--- config.mk ---
export PLATFORM = sky130hd
export DESIGN_NAME = host_message_master
export DESIGN_NICKNAME = d
export VERILOG_FILES = /design/src/shared/host_port_pkg.sv /design/src/design/edge_finder.sv /design/src/design/clock_divider.sv /design/src/design/host_message_master.sv
export SDC_FILE = /design/constraint.sdc
export NUM_CORES = 2
export LEC_CHECK = 0
export BUFFER_PORTS_ARGS = -buffer_cell sky130_fd_sc_hd__buf_2
export CAP_MARGIN = 20
export CORE_ASPECT_RATIO = 0.6
export CORE_MARGIN = 2
export CORE_UTILIZATION = 25
export DETAILED_ROUTE_END_ITERATION = 10
export SLEW_MARGIN = 30
export SYNTH_ARGS = -nofsm -noshare
export SYNTH_HDL_FRONTEND = slang
export SYNTH_SLANG_ARGS = --single-unit
--- constraint.sdc ---
create_clock -name clk_in -period 16.9 [get_ports clk_in]
set_input_delay 0 -clock clk_in [delete_from_list [all_inputs] [get_ports clk_in]]
set_output_delay 0 -clock clk_in [all_outputs]
set_load 0.02 [all_outputs]
--- src/shared/host_port_pkg.sv ---
package host_port_pkg;
   // ****************************************
   // Link framing
   // ****************************************
   localparam int BYTE_BITS = 8;
   localparam int WORD_BITS = 32;
   localparam int BUF_WORDS = 64;
   localparam int IDX_W = 6;
   localparam int STATUS_RX_BIT = 0;
   localparam int STATUS_Q_BIT = 1;
   localparam logic [7:0] PAD_BYTE = 8'h00;
   // ****************************************
   // Timing
   // ****************************************
   localparam int CLK_MHZ = 100;
   localparam int SCK_HALF_NS = 80;
   localparam int SCK_HALF_CYC = (SCK_HALF_NS * CLK_MHZ + 999) / 1000;
   localparam int SEL_GAP_NS = 200;
   localparam int SEL_GAP_CYC = (SEL_GAP_NS * CLK_MHZ + 999) / 1000;
   localparam logic [7:0] DIV_RST = 8'h00;
   // ****************************************
   // APB register map
   // ****************************************
   localparam logic [7:0] OFF_CTRL = 8'h00;
   localparam logic [7:0] OFF_STATUS = 8'h04;
   localparam logic [7:0] OFF_TXCNT = 8'h08;
   localparam logic [7:0] OFF_RXINFO = 8'h0C;
   localparam logic [7:0] OFF_BUF_IDX = 8'h10;
   localparam logic [7:0] OFF_TXDATA = 8'h14;
   localparam logic [7:0] OFF_RXDATA = 8'h18;
   localparam int CTRL_START = 0;
   localparam int CTRL_RXEN = 1;
   localparam int CTRL_CPOL = 2;
   localparam int CTRL_CPHA = 3;
   localparam logic [31:0] CTRL_RST = 32'h0000_0000;
   typedef enum {ST_IDLE, ST_RUN, ST_GAP} xfer_state_e;
   function automatic logic [7:0] status_byte(input logic rx_ok, input logic queued);
      status_byte = {6'b00_0000, queued, rx_ok};
   endfunction
endpackage

--- src/design/edge_finder.sv ---
`timescale 1ns/1ns
module edge_finder (
   input wire logic clk_in,
   input wire logic srst_in,
   input wire logic async_in,
   output logic level_out,
   output logic rise_out,
   output logic fall_out
);
   logic meta_reg;
   logic sync_reg;
   logic prev_reg;
   // ****************************************
   // Two-flop synchroniser and edge detect
   // ****************************************
   always_ff @(posedge clk_in) begin
      if (srst_in) begin
         meta_reg <= 1'b0;
         sync_reg <= 1'b0;
         prev_reg <= 1'b0;
      end else begin
         meta_reg <= async_in;
         sync_reg <= meta_reg;
         prev_reg <= sync_reg;
      end
   end
   assign level_out = sync_reg;
   assign rise_out = sync_reg & ~prev_reg;
   assign fall_out = ~sync_reg & prev_reg;
endmodule

--- src/design/clock_divider.sv ---
`timescale 1ns/1ns
module clock_divider (
   input wire logic clk_in,
   input wire logic srst_in,
   input wire logic run_in,
   output logic tick_out
);
   import host_port_pkg::*;
   logic [7:0] cnt_reg;
   // ****************************************
   // Half-period enable pulse
   // ****************************************
   always_ff @(posedge clk_in) begin
      if (srst_in || !run_in) begin
         cnt_reg <= DIV_RST;
         tick_out <= 1'b0;
      end else if (cnt_reg == 8'(SCK_HALF_CYC - 1)) begin
         cnt_reg <= DIV_RST;
         tick_out <= 1'b1;
      end else begin
         cnt_reg <= cnt_reg + 8'h01;
         tick_out <= 1'b0;
      end
   end
endmodule

--- src/design/host_message_master.sv ---
// The register offsets and the APB interface to the registers were chosen for this implementation.
`timescale 1ns/1ns
module host_message_master (
   input wire logic clk_in,
   input wire logic srst_in,
   input wire logic [7:0] paddr_in,
   input wire logic psel_in,
   input wire logic penable_in,
   input wire logic pwrite_in,
   input wire logic [31:0] pwdata_in,
   output logic [31:0] prdata_out,
   output logic pready_out,
   output logic pslverr_out,
   output logic host_serial_clock_out,
   output logic host_serial_in_out,
   output logic host_slave_select_n_out,
   input wire logic host_serial_out_in,
   input wire logic host_attention_in
);
   import host_port_pkg::*;

   // ****************************************
   // Storage and control
   // ****************************************
   logic [31:0] tx_mem_reg [BUF_WORDS];
   logic [31:0] rx_mem_reg [BUF_WORDS];
   logic [31:0] ctrl_reg;
   logic [7:0] tx_cnt_reg;
   logic [IDX_W-1:0] buf_idx_reg;
   logic [7:0] rx_len_reg;
   logic [7:0] dev_status_reg;
   logic rx_done_reg;
   logic busy_reg;
   logic [31:0] prdata_reg;
   xfer_state_e state_reg;
   logic [7:0] gap_reg;
   logic phase_reg;
   logic sck_reg;
   logic mosi_reg;
   logic sel_n_reg;
   logic [31:0] sh_out_reg;
   logic [31:0] sh_in_reg;
   logic [5:0] bit_reg;
   logic [1:0] seg_reg;
   logic [7:0] words_reg;
   logic [7:0] tx_len_reg;
   logic [7:0] dev_len_reg;
   logic [IDX_W-1:0] word_reg;
   logic tick;
   logic miso_s;
   logic attn_s;
   logic cpol;
   logic cpha;
   logic access;
   logic seg_last;
   logic [7:0] span;
   logic lead_edge;
   logic sample_edge;
   logic shift_edge;
   logic [31:0] sampled;
   logic [7:0] host_status;

   assign cpol = ctrl_reg[CTRL_CPOL];
   assign cpha = ctrl_reg[CTRL_CPHA];
   assign access = psel_in & penable_in;

   edge_finder u_miso (
      .clk_in(clk_in),
      .srst_in(srst_in),
      .async_in(host_serial_out_in),
      .level_out(miso_s),
      .rise_out(),
      .fall_out()
   );
   edge_finder u_attn (
      .clk_in(clk_in),
      .srst_in(srst_in),
      .async_in(host_attention_in),
      .level_out(attn_s),
      .rise_out(),
      .fall_out()
   );
   clock_divider u_div (
      .clk_in(clk_in),
      .srst_in(srst_in),
      .run_in(state_reg == ST_RUN),
      .tick_out(tick)
   );

   // ****************************************
   // APB slave, zero wait states
   // ****************************************
   always_ff @(posedge clk_in) begin
      if (srst_in) begin
         ctrl_reg <= CTRL_RST;
         tx_cnt_reg <= 8'h00;
         buf_idx_reg <= '0;
      end else begin
         ctrl_reg[CTRL_START] <= 1'b0;
         if (access && pwrite_in) begin
            case (paddr_in)
               OFF_CTRL: begin
                  ctrl_reg <= {28'h000_0000, pwdata_in[3:0]};
               end
               OFF_TXCNT: begin
                  tx_cnt_reg <= pwdata_in[7:0];
               end
               OFF_BUF_IDX: begin
                  buf_idx_reg <= pwdata_in[IDX_W-1:0];
               end
               OFF_TXDATA: begin
                  buf_idx_reg <= buf_idx_reg + 1'b1;
               end
               default: begin
               end
            endcase
         end else if (access && paddr_in == OFF_RXDATA) begin
            buf_idx_reg <= buf_idx_reg + 1'b1;
         end
      end
   end

   always_ff @(posedge clk_in) begin
      if (access && pwrite_in && paddr_in == OFF_TXDATA) begin
         tx_mem_reg[buf_idx_reg] <= pwdata_in;
      end
   end

   always_ff @(posedge clk_in) begin
      if (srst_in) begin
         prdata_reg <= 32'h0000_0000;
         pready_out <= 1'b0;
         pslverr_out <= 1'b0;
      end else begin
         pready_out <= psel_in & ~penable_in;
         pslverr_out <= 1'b0;
         prdata_reg <= 32'h0000_0000;
         if (psel_in && !penable_in && !pwrite_in) begin
            case (paddr_in)
               OFF_CTRL: prdata_reg <= ctrl_reg;
               OFF_STATUS: prdata_reg <= {27'h000_0000, attn_s, rx_done_reg,
                                          busy_reg, dev_status_reg[1:0]};
               OFF_TXCNT: prdata_reg <= {24'h00_0000, tx_cnt_reg};
               OFF_RXINFO: prdata_reg <= {16'h0000, dev_len_reg, rx_len_reg};
               OFF_BUF_IDX: prdata_reg <= {26'h000_0000, buf_idx_reg};
               OFF_RXDATA: prdata_reg <= rx_mem_reg[buf_idx_reg];
               default: prdata_reg <= 32'h0000_0000;
            endcase
         end
         if (psel_in && !penable_in) begin
            pslverr_out <= !(paddr_in inside {OFF_CTRL, OFF_STATUS, OFF_TXCNT,
               OFF_RXINFO, OFF_BUF_IDX, OFF_TXDATA, OFF_RXDATA});
         end
      end
   end
   assign prdata_out = prdata_reg;

   // ****************************************
   // Serial clock edges
   // ****************************************
   // phase 0 = idle level half, phase 1 = active half
   assign lead_edge = tick & ~phase_reg;
   assign sample_edge = cpha ? (tick & phase_reg) : lead_edge;
   assign shift_edge = cpha ? lead_edge : (tick & phase_reg);
   assign sampled = {sh_in_reg[30:0], miso_s};
   assign host_status = status_byte(ctrl_reg[CTRL_RXEN], tx_cnt_reg != 8'h00);

   // Segment 0 pad/status out, 1 status in, 2 length, 3 words
   assign seg_last = (seg_reg == 2'd3) ? (bit_reg == 6'd31) : (bit_reg == 6'd7);
   assign span = (tx_len_reg > dev_len_reg) ? tx_len_reg : dev_len_reg;

   // ****************************************
   // Transfer sequencer
   // ****************************************
   always_ff @(posedge clk_in) begin
      if (srst_in) begin
         state_reg <= ST_IDLE;
         sel_n_reg <= 1'b1;
         sck_reg <= 1'b0;
         phase_reg <= 1'b0;
         mosi_reg <= 1'b0;
         sh_out_reg <= 32'h0000_0000;
         sh_in_reg <= 32'h0000_0000;
         bit_reg <= 6'd0;
         seg_reg <= 2'd0;
         words_reg <= 8'h00;
         tx_len_reg <= 8'h00;
         dev_len_reg <= 8'h00;
         rx_len_reg <= 8'h00;
         dev_status_reg <= 8'h00;
         word_reg <= '0;
         gap_reg <= 8'h00;
         busy_reg <= 1'b0;
         rx_done_reg <= 1'b0;
      end else begin
         case (state_reg)
            ST_IDLE: begin
               sck_reg <= cpol;
               phase_reg <= 1'b0;
               if (ctrl_reg[CTRL_START]) begin
                  state_reg <= ST_RUN;
                  sel_n_reg <= 1'b0;
                  busy_reg <= 1'b1;
                  rx_done_reg <= 1'b0;
                  seg_reg <= 2'd0;
                  bit_reg <= 6'd0;
                  word_reg <= '0;
                  tx_len_reg <= 8'h00;
                  dev_len_reg <= 8'h00;
                  // Leading-edge sampling mode (cpha 0) shows the first bit before any clock edge
                  sh_out_reg <= cpha ? {host_status, 24'h00_0000}
                                     : {host_status[6:0], 1'b0, 24'h00_0000};
                  mosi_reg <= cpha ? 1'b0 : host_status[7];
               end
            end
            ST_RUN: begin
               if (tick) begin
                  phase_reg <= ~phase_reg;
                  sck_reg <= ~sck_reg;
               end
               if (shift_edge) begin
                  mosi_reg <= sh_out_reg[31];
                  sh_out_reg <= {sh_out_reg[30:0], 1'b0};
               end
               if (sample_edge) begin
                  sh_in_reg <= sampled;
                  bit_reg <= bit_reg + 6'd1;
                  if (seg_last) begin
                     bit_reg <= 6'd0;
                     case (seg_reg)
                        2'd0: begin
                           seg_reg <= 2'd1;
                           sh_out_reg <= {PAD_BYTE, 24'h00_0000};
                        end
                        2'd1: begin
                           dev_status_reg <= {6'b00_0000, sampled[1:0]};
                           if (!sampled[STATUS_RX_BIT] && !sampled[STATUS_Q_BIT]) begin
                              state_reg <= ST_GAP;
                              gap_reg <= 8'h00;
                           end else begin
                              seg_reg <= 2'd2;
                              tx_len_reg <= sampled[STATUS_RX_BIT] ? tx_cnt_reg : 8'h00;
                              sh_out_reg <= {(sampled[STATUS_RX_BIT] ? tx_cnt_reg : 8'h00),
                                             24'h00_0000};
                           end
                        end
                        2'd2: begin
                           dev_len_reg <= sampled[7:0];
                           words_reg <= 8'h00;
                           word_reg <= '0;
                           sh_out_reg <= tx_mem_reg['0];
                           if (tx_len_reg == 8'h00 && sampled[7:0] == 8'h00) begin
                              state_reg <= ST_GAP;
                              gap_reg <= 8'h00;
                           end else begin
                              seg_reg <= 2'd3;
                           end
                        end
                        default: begin
                           words_reg <= words_reg + 8'h01;
                           word_reg <= word_reg + 1'b1;
                           sh_out_reg <= tx_mem_reg[word_reg + 1'b1];
                           if (words_reg + 8'h01 == span) begin
                              state_reg <= ST_GAP;
                              gap_reg <= 8'h00;
                              rx_len_reg <= dev_len_reg;
                           end
                        end
                     endcase
                  end
               end
            end
            ST_GAP: begin
               sck_reg <= cpol;
               phase_reg <= 1'b0;
               gap_reg <= gap_reg + 8'h01;
               // Select rises only once the clock is back at idle
               if (gap_reg == 8'h01) begin
                  sel_n_reg <= 1'b1;
               end
               if (gap_reg == 8'(SEL_GAP_CYC - 1)) begin
                  state_reg <= ST_IDLE;
                  busy_reg <= 1'b0;
                  rx_done_reg <= 1'b1;
               end
            end
            default: begin
               state_reg <= ST_IDLE;
            end
         endcase
      end
   end

   // ****************************************
   // Receive buffer write port
   // ****************************************
   logic rx_we;
   logic [IDX_W-1:0] rx_wa;
   assign rx_we = (state_reg == ST_RUN) && sample_edge && seg_last && seg_reg == 2'd3
                  && (words_reg < dev_len_reg);
   assign rx_wa = word_reg;
   always_ff @(posedge clk_in) begin
      if (rx_we) begin
         rx_mem_reg[rx_wa] <= sampled;
      end
   end

   assign host_serial_clock_out = sck_reg;
   assign host_serial_in_out = mosi_reg;
   assign host_slave_select_n_out = sel_n_reg;

   // ****************************************
   // Checks
   // ****************************************
   property p_sel_frame;
      @(posedge clk_in) disable iff (srst_in)
      (state_reg == ST_IDLE) |-> sel_n_reg;
   endproperty
   a_sel_frame: assert property (p_sel_frame) else $error("select low while idle");

   property p_no_clock_outside;
      @(posedge clk_in) disable iff (srst_in)
      sel_n_reg && $past(sel_n_reg) |-> (sck_reg == $past(cpol));
   endproperty
   a_no_clock_outside: assert property (p_no_clock_outside) else $error("clock while free");

   property p_status_bits;
      @(posedge clk_in) disable iff (srst_in)
      $rose(busy_reg) |->
         (cpha ? sh_out_reg[31:26] : {mosi_reg, sh_out_reg[31:27]}) == 6'b00_0000;
   endproperty
   a_status_bits: assert property (p_status_bits) else $error("reserved bits set");

   property p_len_gate;
      @(posedge clk_in) disable iff (srst_in)
      (seg_reg == 2'd2 && !dev_status_reg[STATUS_RX_BIT]) |-> tx_len_reg == 8'h00;
   endproperty
   a_len_gate: assert property (p_len_gate) else $error("length sent to unready peer");

   property p_stop_early;
      @(posedge clk_in) disable iff (srst_in)
      (sample_edge && seg_last && seg_reg == 2'd1 && sampled[1:0] == 2'b00)
         |=> state_reg == ST_GAP ##2 sel_n_reg;
   endproperty
   a_stop_early: assert property (p_stop_early) else $error("no early stop");

   property p_span;
      @(posedge clk_in) disable iff (srst_in)
      $rose(sel_n_reg) && seg_reg == 2'd3 |-> words_reg == span;
   endproperty
   a_span: assert property (p_span) else $error("released before span");

   property p_pready;
      @(posedge clk_in) disable iff (srst_in)
      psel_in && !penable_in |=> pready_out;
   endproperty
   a_pready: assert property (p_pready) else $error("pready missing");

   property p_done;
      @(posedge clk_in) disable iff (srst_in)
      $fell(busy_reg) |-> rx_done_reg;
   endproperty
   a_done: assert property (p_done) else $error("done flag missing");

   c_early: cover property (@(posedge clk_in) disable iff (srst_in)
      seg_reg == 2'd1 && state_reg == ST_GAP);
   c_words: cover property (@(posedge clk_in) disable iff (srst_in) rx_we);
   c_full: cover property (@(posedge clk_in) disable iff (srst_in) $fell(busy_reg));
endmodule

==> impl_metrics.tcl <==
set metrics [dict create \
    cts_inserted_buffers 394 \
    worstSkewPairLatency_ps 1060 \
    seqPwrFrac 0.555 \
    synth_top_family_by_area "multiplexers" \
    dp_hpwl_um 238000 \
    pin_count 84 \
    gp_congestion 0.775 \
    grt_max_degree 131 \
    synth_cell_types 70 \
    post-route-period-util 0.345 \
    fin_setup_tns_ps 0 \
    cp-end-kind "flop" \
    cts_tree "done" \
    grt_use_total 0.126 \
    clk_pin_slew_ps 70 \
    yosys_most_used_dff "edfxtp_1" \
    synth_cells 7316 \
    synth_compound_area_frac 0.0161 \
    synthMuxAreaShare 0.180 \
    relSlewSlack 0.304 \
    die_y_um 634 \
    synth-simple-area-share 0.0221 \
    min_path_type "in -> reg" \
    synth-edff-count 4096 \
    p_leak_nw 56.6 \
    yosysMostFrequentCell "edfxtp_1" \
    combPwrFrac 0.006 \
    fmax_mhz 172 \
    cts_sinks 4294 \
    finalNetCount 7758 \
    first_pass_iters 6 \
    worst_pin_slew_ps 1040 \
    setup_slack_ps 11080 \
    total_power_w 0.0208 \
    yosys.area.top_type "edfxtp_1" \
    grt_setup_unrepaired "no" \
    layout-drive-gt1-share 0.303 \
    vias 80700 \
    portBuffers 83 \
    ctsHtreeMaxLevel 5 \
    grt_overflow_total 0 \
    synthArstFlopShare 0 \
    ir_drop_mv 0.101 \
    cts_max_path_buffers 4 \
    place_ws_ps 10500 \
    hold_violations 0 \
    drtIter0Drc 11600 \
    power_density_mw_per_mm2 108 \
    worstPathMaxFanout 93 \
    synth.net_count 7389 \
    finalSetupViolations 0 \
    highest_layer "met5" \
    status "finished clean" \
    crit_path_start_kind "flop" \
    finClkSkew_ps 188 \
    die_x_um 1050 \
    synth_seq_cells 4294 \
    dieArea_mm2 0.669 \
    period_needed_ps 5820 \
    synth_area_leaders "edfxtp_1 74%, mux4_2 18%, dfxtp_1 2.4%, nand2_1 0.61%, clkbuf_1 0.53%" \
    whs_ps 67.0 \
    yosys_warnings 0 \
    initial_core_util 0.251 \
    wl_per_cell_um 25.8 \
    row_count 231 \
    crit_arrival_ps 6700 \
    crit_required_ps 17770 \
    synth.top_cell.area_share 0.743 \
    finalMaxSlewViolations 0 \
    viasPerCell 4.78 \
    postSynthAreaPerCell_um2 22.6 \
    p_switching_w 0.00416 \
    synth_xor_xnor_area_share 0.00148 \
    cts-root-buf "clkbuf_16" \
    ant_nets 0 \
    synthTopCellsByCount "4,096 x edfxtp_1, 1,309 x mux4_2, 271 x nand2_1" \
    met3WireLength_um 39700 \
    drt-met1-wl_um 198000 \
    grt_pass1_vias 78300 \
    wl_um 436000 \
    critical_path_class "reg -> reg" \
    swShare 0.200 \
    final_cell_count_no_fill 16900 \
    synth_area_mm2 0.166 \
    wl_met2_um 188000 \
    drc 0 \
    grt_pass1_wl_um 614000 \
    fp.coreArea_mm2 0.660 \
    area_delta_synth_final_pct 16.2 \
    cell_internal_pwr_w 0.0167 \
    placed_cells 16100 \
    antenna_found_initial 12 \
    cap_viol_max_count 0 \
    pwr-share-clk 0.439 \
    synthAdderAreaFrac 0.00196 \
    ys_seq_area_frac 0.767 \
]
repair_timing:
item	4_1_cts	5_1_grt
gates resized for setup	0	0
hold endpoints to repair	2187	0
setup buffers	0	0
hold buffers	72	0
routing by layer:
layer	GRT usage	up-vias
met5	0	-
met4	0.0285	2
met3	0.0218	584
met2	0.183	4069
met1	0.195	44100
li1	-	31900
placed cells by master (no fill, tap or decap), types with 16 or more instances in the layout:
cell           count
nor2b_1           23
and3_1            25
mux2i_1           35
nor4_2            56
nand2_1          270
nor2_4            66
a21oi_1          161
mux4_2          1309
nand3_1           40
dfxtp_2           17
buf_12            18
ha_1              23
buf_2             59
nand2b_1          17
nor3_1            24
dfxtp_4           22
clkbuf_1          83
clkbuf_16        398
o21ai_0           27
a31oi_1           34
dfxtp_1          159
dlygate4sd3_1     69
clkinv_1          73
nor2_1           131
o22ai_1           32
a22oi_1           43
bufinv_16         44
edfxtp_1        4096
a211oi_1          50
clkinv_2          76
and2_1            33
buf_4            243
clkinvlp_4        16
critical path, cell delays in order, from the launching register on:
cell	delay, ps
dfxtp_4	890
buf_6	590
buf_12	630
buf_4	820
buf_4	810
mux4_2	600
mux4_2	580
mux4_2	480
and3_1	180
power groups by stage:
stage          logic (W)  registers [W]  clock network, W
3_5_place_dp    0.000116         0.0118                 0
5_1_grt         0.000144         0.0115           0.00973
6_report        0.000130         0.0115           0.00914
4_1_cts         0.000133         0.0115           0.00930
2_1_floorplan  0.0000165         0.0118                 0
3_3_place_gp    0.000110         0.0118                 0
area by class of cell:
type	instances	area, um^2
clock buffers	492	10400
clock inverters	244	2750
inverters	15	56.3
multi-input cells	2586	37800
well taps	8854	11100
flip-flops and latches	4294	127000
diodes	7	17.5
fillers	63400	467000
repair buffers	394	3240
per-stage QoR:
stage | utilization | cell area, um^2
2_1_floorplan | - | 166000
3_3_place_gp | 0.270 | 178000
3_5_place_dp | 0.270 | 178000
4_1_cts | 0.291 | 192000
5_1_grt | 0.292 | 192000
6_report | 0.292 | 192000
kinds of logic after synthesis:
group,Yosys count
flops,4294
mux,1348
simple gates,766
buf+inv,436
compound gates,418
xor+xnor,28
fa+ha+maj,26
path summary, 6_finish.rpt:
path | slack, ps | from | cells past startpoint | end
max | 11080 | flop | 8 | prdata_out[29]
min reg2reg | 440 | u_div.cnt_reg[0] | 1 | u_div.cnt_reg[0]
min | 70 | pwdata_in[21] | 2 | tx_mem_reg[53][21]
max reg2reg | 11080 | flop | 8 | prdata_out[29]
Power figures use the tool's default switching activity.
